`src/fsc_defines.vh`:
```
/*
 Constants for the front-side bus sideband control block: states, soft init
 length, native error bit, reset vector width and reset timing. Assumes a single 100 MHz bus clock.
*/
`ifndef FSC_DEFINES_VH
`define FSC_DEFINES_VH
`define FSC_CLK_PERIOD_NS 10
`define FSC_RESET_RELEASE_CLKS 2
`define FSC_ST_RUN 2'h0
`define FSC_ST_INIT 2'h1
`define FSC_ST_HALT 2'h2
`define FSC_INIT_CLKS 4'h4
`define FSC_NATIVE_ERR_BIT 5
`define FSC_RESET_VECTOR_W 32
`endif

```
`src/fsc_sideband.v`:
```
/*
 Sideband control and status logic of a bus processor: snoop stall, internal
 error, numeric error ignore, soft initialisation, local interrupt fallback and
 bus lock. Assumes all inputs arrive on or can be sampled by the bus clock clk;
 asynchronous inputs are synchronised here. Bus outputs are active low.
*/
`timescale 1ns/1ps
`include "fsc_defines.vh"

// How it works
// Snoop stall drives hit and hit-modified together.
// Internal error output held until reset.
// Internal error issues one halt transaction.
// Ignore input active masks pending FP error.
// Ignore inactive: pending error raises FP exception.
// Native error bit set disables ignore input.
// System holds ignore valid at target ready.
// Soft init resets integer state, keeps caches.
// Soft init restarts at configured reset vector.
// Snooping continues during soft init.
// Soft init input accepted asynchronously.
// Controller off: lines become maskable and NMI.
// Interrupt controller enabled out of reset.
// Bus lock held across whole atomic sequence.
// Priority agent waits for lock release.
// Bus outputs released within two clocks of reset.
// Asynchronous inputs pass two-flop synchronisers.
module fsc_sideband (
  // Clock and reset
  input wire clk,
  input wire resetn,
  // Snoop
  input wire snoop_req,
  input wire snoop_hit,
  input wire snoop_hit_modified,
  input wire snoop_stall_req,
  output reg snoop_hit_n,
  output reg snoop_hit_modified_n,
  // Error
  input wire internal_fault,
  output reg internal_error_n,
  output reg halt_transaction,
  // Numeric error
  input wire numeric_error_ignore_n,
  input wire [31:0] control_register_zero,
  input wire fp_error_pending,
  input wire fp_noncontrol_issue,
  output reg fp_exception,
  // Soft init
  input wire soft_init_n,
  input wire [`FSC_RESET_VECTOR_W-1:0] reset_vector,
  output reg integer_regs_reset,
  output reg fetch_restart,
  output reg [`FSC_RESET_VECTOR_W-1:0] fetch_addr,
  output reg snoop_active,
  // Local interrupts
  input wire [1:0] local_irq_lines,
  input wire lic_disable,
  output reg [1:0] lic_irq,
  output reg maskable_irq,
  output reg nmi_irq,
  // Bus lock
  input wire atomic_first_start,
  input wire atomic_last_end,
  output reg bus_lock_n
);

  reg [1:0] rst_sync_reg;
  wire rst_n;
  reg [3:0] sync1_reg;
  reg [3:0] sync2_reg;
  wire [3:0] async_in;
  wire ign_n_s;
  wire init_n_s;
  wire [1:0] lirq_s;
  reg [1:0] state_reg;
  reg [1:0] state_next;
  reg [3:0] init_cnt_reg;
  reg lic_en_reg;
  reg lock_reg;
  reg fault_seen_reg;
  reg [`FSC_RESET_VECTOR_W-1:0] vec_reg;
  reg vec_cap_reg;
  wire ignore_ok;

  always @(posedge clk or negedge resetn) begin
    if (!resetn) begin
      rst_sync_reg <= 2'h0;
    end else begin
      rst_sync_reg <= {rst_sync_reg[0], 1'b1};
    end
  end
  assign rst_n = rst_sync_reg[1];

  assign async_in = {local_irq_lines, soft_init_n, numeric_error_ignore_n};

  // Each asynchronous input gets its own two-flop synchroniser.
  genvar i;
  generate
    for (i = 0; i < 4; i = i + 1) begin : g_sync
      always @(posedge clk or negedge rst_n) begin
        if (!rst_n) begin
          // Each stage rests at its pin's idle level, so no false edge follows reset.
          sync1_reg[i] <= (i < 2) ? 1'b1 : 1'b0;
          sync2_reg[i] <= (i < 2) ? 1'b1 : 1'b0;
        end else begin
          sync1_reg[i] <= async_in[i];
          sync2_reg[i] <= sync1_reg[i];
        end
      end
    end
  endgenerate
  assign ign_n_s = sync2_reg[0];
  assign init_n_s = sync2_reg[1];
  assign lirq_s = sync2_reg[3:2];

  // The ignore input only counts while the native error bit is clear.
  assign ignore_ok = !ign_n_s && !control_register_zero[`FSC_NATIVE_ERR_BIT];

  always @* begin
    state_next = state_reg;
    case (state_reg)
      `FSC_ST_RUN: begin
        if (!init_n_s) begin
          state_next = `FSC_ST_INIT;
        end
      end
      `FSC_ST_INIT: begin
        if (init_n_s && init_cnt_reg == `FSC_INIT_CLKS) begin
          state_next = `FSC_ST_RUN;
        end
      end
      `FSC_ST_HALT: begin
        state_next = `FSC_ST_HALT;
      end
      default: begin
        state_next = `FSC_ST_RUN;
      end
    endcase
    if (internal_fault) begin
      state_next = `FSC_ST_HALT;
    end
  end

  // The reset vector is captured once, on the first clock after reset release.
  always @(posedge clk or negedge rst_n) begin
    if (!rst_n) begin
      vec_cap_reg <= 1'b0;
      vec_reg <= {`FSC_RESET_VECTOR_W{1'b0}};
    end else if (!vec_cap_reg) begin
      vec_cap_reg <= 1'b1;
      vec_reg <= reset_vector;
    end
  end

  // Outputs other than snoop_active are deasserted at once on reset, well inside two clocks.
  always @(posedge clk or negedge rst_n) begin
    if (!rst_n) begin
      state_reg <= `FSC_ST_RUN;
      init_cnt_reg <= 4'h0;
      lic_en_reg <= 1'b1;
      lock_reg <= 1'b0;
      fault_seen_reg <= 1'b0;
      snoop_hit_n <= 1'b1;
      snoop_hit_modified_n <= 1'b1;
      internal_error_n <= 1'b1;
      halt_transaction <= 1'b0;
      fp_exception <= 1'b0;
      integer_regs_reset <= 1'b0;
      fetch_restart <= 1'b0;
      fetch_addr <= {`FSC_RESET_VECTOR_W{1'b0}};
      snoop_active <= 1'b1;
      lic_irq <= 2'h0;
      maskable_irq <= 1'b0;
      nmi_irq <= 1'b0;
      bus_lock_n <= 1'b1;
    end else begin
      state_reg <= state_next;
      if (state_reg == `FSC_ST_INIT) begin
        if (init_cnt_reg != `FSC_INIT_CLKS) begin
          init_cnt_reg <= init_cnt_reg + 4'h1;
        end
      end else begin
        init_cnt_reg <= 4'h0;
      end
      // A stall drives both lines together; each new stall request re-drives.
      if (snoop_req && snoop_stall_req) begin
        snoop_hit_n <= 1'b0;
        snoop_hit_modified_n <= 1'b0;
      end else begin
        snoop_hit_n <= !(snoop_req && snoop_hit);
        snoop_hit_modified_n <= !(snoop_req && snoop_hit_modified);
      end
      snoop_active <= 1'b1;
      // The error output is sticky until reset.
      if (internal_fault) begin
        internal_error_n <= 1'b0;
        fault_seen_reg <= 1'b1;
      end
      halt_transaction <= internal_fault && !fault_seen_reg;
      fp_exception <= fp_noncontrol_issue && fp_error_pending && !ignore_ok;
      integer_regs_reset <= (state_next == `FSC_ST_INIT) && (state_reg != `FSC_ST_INIT);
      fetch_restart <= (state_reg == `FSC_ST_INIT) && (state_next == `FSC_ST_RUN);
      if ((state_reg == `FSC_ST_INIT) && (state_next == `FSC_ST_RUN)) begin
        fetch_addr <= vec_reg;
      end
      lic_en_reg <= !lic_disable;
      if (lic_en_reg) begin
        lic_irq <= lirq_s;
        maskable_irq <= 1'b0;
        nmi_irq <= 1'b0;
      end else begin
        lic_irq <= 2'h0;
        maskable_irq <= lirq_s[0];
        nmi_irq <= lirq_s[1];
      end
      // Lock spans first start to last end; priority agents wait on it.
      if (atomic_first_start) begin
        lock_reg <= 1'b1;
        bus_lock_n <= 1'b0;
      end else if (atomic_last_end) begin
        lock_reg <= 1'b0;
        bus_lock_n <= 1'b1;
      end else begin
        bus_lock_n <= !lock_reg;
      end
    end
  end

endmodule

```
`config.mk`:
```
export PLATFORM = sky130hd
export DESIGN_NAME = fsc_sideband
export DESIGN_NICKNAME = d
export VERILOG_FILES = /design/src/fsc_sideband.v
export VERILOG_INCLUDE_DIRS = /design/src
export SDC_FILE = /design/constraint.sdc
export NUM_CORES = 1
export LEC_CHECK = 0
export ABC_CLOCK_PERIOD_IN_PS = 3100
export BUFFER_PORTS_ARGS = -buffer_cell sky130_fd_sc_hd__buf_2
export CAP_MARGIN = 20
export CORE_MARGIN = 3
export CORE_UTILIZATION = 45
export DETAILED_ROUTE_END_ITERATION = 6
export PLACE_DENSITY = 0.78
export SLEW_MARGIN = 20
export SYNTH_ARGS = -nofsm -noshare
export SYNTH_HDL_FRONTEND = slang
export SYNTH_SLANG_ARGS = --single-unit
```
`constraint.sdc`:
```
create_clock -name clk -period 3.1 [get_ports clk]
set_clock_uncertainty 0.05 [all_clocks]
set_input_delay 0.155 -clock clk [delete_from_list [all_inputs] [get_ports clk]]
set_output_delay 0.155 -clock clk [all_outputs]
set_load 0.02 [all_outputs]
```
# Word-level counts from Yosys, hierarchy flattened
# Cells that the tools add are included.
# word_totals
mem_bits_rw,0
out_inout_bits,45
elab_cells,72
mem_count,0
inputBits,80
regBits,96
latchBits,0
romBits,0
# classes
div,0
eq_ne,7
bitwise_logic,0
mux,15
n_reduce_logical,21
n_mul,0
n_addsub,1
shift,0
magnitude_cmp,0
# op_table
operator,n
$logic_and A1 B1 Y1,10
$logic_not A1 Y1,8
$mux W1,8
$mux W2,4
$mux W4,2
$pmux W2 S3,1
$add A4 B1 Y4 const B,1
$eq A2 B1 Y1 const B,2
$eq A4 B3 Y1 const B,1
$logic_not A2 Y1,2
$ne A2 B1 Y1 const B,2
$ne A4 B3 Y1 const B,1
$eq A2 B2 Y1 const B,1
$reduce_bool A2 Y1,1

# Depth between registers and ports, before layout
# logic_depth
ltp_word,7
depth_mapped,7
mapped_depth_nobuf,5

# Worst setup path before layout
# No wires, ideal clock.
# synth_path
kind,register to register
start,register init_cnt_reg[0]
end,register fetch_addr[0]
n_path_buf,2
arrival_time_ps,1817
slack_ps,1108
setup_ps,125
synth_period_minus_slack_ps,1992
stages_incl_launch_ff,8
required_ps,2925
cell_sequence,dfrtp_1 > inv_1 > ha_1 > nand3b_4 > or4_4 > buf_6 > buf_12 > mux2_4
# synth_between
elab_chain_len,7
# synth_lines
item,line_no,source
start: declaration,fsc_sideband.v:78,reg [3:0] init_cnt_reg;
start signal: assignment,fsc_sideband.v:181,init_cnt_reg <= init_cnt_reg + 4'h1;
$eq A4 B3 Y1 (no source line),-,
$logic_and A1 B1 Y1 (no source line),-,
$mux W2,fsc_sideband.v:129,if (init_n_s && init_cnt_reg == `FSC_INIT_CLKS) begin
$pmux W2 S3,fsc_sideband.v:122,case (state_reg)
$mux W2,fsc_sideband.v:140,if (internal_fault) begin
$logic_not A2 Y1 (no source line),-,
$logic_and A1 B1 Y1,fsc_sideband.v:204,if ((state_reg == `FSC_ST_INIT) && (state_next == `FSC_ST_RUN)) begin
end signal: assignment,fsc_sideband.v:171,fetch_addr <= {`FSC_RESET_VECTOR_W{1'b0}};
end signal: assignment,fsc_sideband.v:205,fetch_addr <= vec_reg;
end: declaration,fsc_sideband.v:54,"output reg [`FSC_RESET_VECTOR_W-1:0] fetch_addr,"
# Every way passes these cells.
# A chain may end at the register's enable or synchronous reset.

# Worst setup path in the final report
# layout_path
start,register init_cnt_reg[0]
end,register fetch_addr[1]
# The elaborated chain is that of the path after synthesis.

==> out/metrics.csv <==
stage;metric;value;unit
run_status;status;completed;
yosys;synth_most_common_cell;dfrtp_1;
yosys;syn_area_per_cell;17.27;um2
power;peakVddDrop;0.0003542;V
power;p_leak;2.494;nW
clocking;h-tree-depth;3;
route;dr.pass1.iters;3;
route;wl_per_cell;15.05;um
global_routing;grt-ovfl-total;0;
placement;io_buffers;92;
critical_path;crit_fanout;33;
yosys;synth_commonest_cells;87 x dfrtp_1, 35 x mux2_2, 29 x mux2_4, 9 x dfstp_2, 7 x inv_1;
power;p_int;1.901;mW
clocking;cts-resized-gates;0;
sta;period_share;71.58;%
worst_hold_path;hp-class;in -> reg;
clocking;cts_buffers;9;
clocking;cts_root_buf;clkbuf_8;
clocking;cts_tree;done;
sta;finalSetupTns;0;ps
sta;worst_pin_slew;645.7;ps
power;p_sw_share;21.61;%
placement;gp_congestion;0.6801;
sta;setup_viol;0;
sta;rsz0062_at_grt;no;
floorplan;dieHeight;95.35;um
power;powerDensity;504.3;nW/um2
route;antenna_left;0;
yosys;synthFlopType;dfrtp_1;
finish;fin_util;64.25;%
yosys;async_flop_share;100.0;%
global_routing;grt_usage;16.18;%
critical_path;worstPathArrival;2400;ps
yosys;synth-adder-area-share;0.6966;%
power;p_clk_share;37.2;%
yosys;synth_cells;208;
finish;seqCellArea;2417;um2
critical_path;path_cells;inv_1, ha_1, nand3b_4, or4_4, mux2_4;
critical_path;worstSetupEndpointType;flop;
yosys;synth-xor-area-share;0.4876;%
finish;multi_input_area;1066;um2
critical_path;critical_path_buf_inv_count;1;
yosys;netlist_area;3592;um2
yosys;synth.distinct_cells;29;
yosys;muxShareOfSynthArea;23.65;%
power;seq_power_share;55.7;%
yosys;synth-compound-area-share;1.324;%
floorplan;start_util;47.99;%
route;wl;6863;um
critical_path;worst_path_largest_cell_delay;810;ps
yosys;synth_top_family_by_area;multiplexers;
floorplan;core;7486;um2
clocking;cts.path.max_buffers;2;
power;power.total;2.426;mW
critical_path;startpoint_type;flop;
finish;fin_nets;434;
floorplan;die_x;95.35;um
yosys;synth_top_cell_area_share;60.61;%
critical_path;cp_top_family;simple AND/OR/NAND/NOR gates;
finish;fill_cells;552;
global_routing;grt_pass1_wl;10960;um
yosys;synth.largest_area_cell;dfrtp_1;
critical_path;path_class;reg -> reg;
yosys;synth_area_leaders;dfrtp_1 61%, mux2_4 12%, mux2_2 11%;
global_routing;grt_max_degree;54;
power;p_sw;524.2;uW
global_routing;grt_pass1_vias;2265;
floorplan;std_cell_rows;31;
yosys;synth-edff-count;0;
yosys;synth_simple_gate_area_share;3.204;%
route;drc;0;
sta;fmaxAchievable;450.6;MHz
floorplan;io_pins;125;
clocking;clk_pin_slew;90;ps
sta;finalHoldViolations;0;
finish;drive_gt1_share;52.38;%
yosys;synth_warnings;0;
route;vias_per_cell;4.607;
yosys;ys_seq_elements;96;
clocking;numClockSinks;96;
route;vias;2101;
sta;report.final.slew_viol_count;0;
sta;fin_crit;2219;ps
power;comb_power_share;7.2;%
critical_path;critPathSlowestCell;or4_4;
finish;antenna_cells;0;
placement;hpwlAfterDp;4101;um
run;maxCapViolCount;0;
finish;syn2layout_area_growth;33.89;%
sta;max-slew-margin-rel;56.96;%
route;drt_iter0_markers;35;
global_routing;antenna_found_initial;0;
clocking;insertion_delay;340;ps
floorplan;die-area;9091;um2
yosys;ys_seq_area_share;67.19;%
critical_path;required;3280;ps
==> power by group through the flow <==
stage               logic, mW  clock network (mW)  registers [mW]
CTS                     0.174               0.935            1.35
detailed placement      0.128                   0            1.38
global placement        0.123                   0            1.37
finish                  0.174               0.902            1.35
global route            0.192               0.976            1.36
floorplan              0.0596                   0            1.38
==> worst paths after layout <==
kind	from	to	slack, ps	cells after the start
worst max-delay path	init_cnt_reg[0]	fetch_addr[1]	880	5
worst min-delay path	atomic_last_end	bus_lock_n	30	4
worst max register to register	init_cnt_reg[0]	fetch_addr[1]	880	5
worst min register to register	rst_sync_reg[1]	lirq_s[1]	260	0
max in group asynchronous	rst_sync_reg[1]	snoop_hit_modified_n	2040	1
min in group asynchronous	resetn	rst_sync_reg[1]	80	2
==> cell families (layout without fill, tap and decap cells) <==
| group | after synthesis | after routing |
|---|---|---|
| buffers and inverters | 16 | 163 |
| AND/OR/NAND/NOR | 18 | 18 |
| flip-flops | 96 | 96 |
| multiplexers | 66 | 66 |
| other | 1 | 3 |
| XOR/XNOR | 2 | 2 |
| adder cells (fa/ha/maj) | 2 | 2 |
| AO/OA/AOI/OAI | 7 | 7 |
==> metrics by stage <==
| stage | instances | instance area [um2] | worst slack (ps) | hold WS (ps) |
|---|---|---|---|---|
| final | 456 | 4810 | 880.9 | 30.48 |
| after CTS | 456 | 4810 | 868.9 | 7.577 |
| after detailed placement | 394 | 4121 | 881.1 | -107.2 |
| after global placement | 394 | 4121 | 922.6 | -108.1 |
| after global routing | 456 | 4810 | 797.5 | 32.82 |
| after floorplan | 210 | 3600 | 193.6 | -190.6 |
==> area by class of cell <==
class,count,share of cell area [%]
flip-flops and latches,96,50.26
multi-input cells,98,22.16
inverters,7,0.5463
repair buffers,140,19.72
clock inverters,6,1.873
well taps,99,2.575
clock buffers,10,2.862
==> metal layers <==
metal | global-route usage [%] | up-vias | part of all wire [%]
met4 | 7.212 | 0 | 1.4
li1 | - | 987 | -
met5 | 0 | - | 0
met1 | 19.93 | 1040 | 43
met2 | 26.94 | 65 | 50
met3 | 4.025 | 9 | 5.9
==> placed cells by master (no fill, tap or decap), types with 3 or more instances in the layout <==
cell type and instances:
conb_1 3, dfrtp_1 86, mux2_2 35, mux2_4 29, dfstp_2 9, buf_2 92
inv_1 7, nor2b_1 4, dlygate4sd3_1 46, clkbuf_8 10, nor2_1 4
==> repair_timing <==
action                    4_1_cts  5_1_grt
hold endpoints to repair       47        0
hold buffers                   46        0
setup buffers                   0        0
==> tightest hold or removal path, cell delays in order <==
cell and delay, ps:
buf_2 100, inv_1 40, a21o_1 110, inv_1 40
No activity file was read; power rests on OpenSTA's default activity.
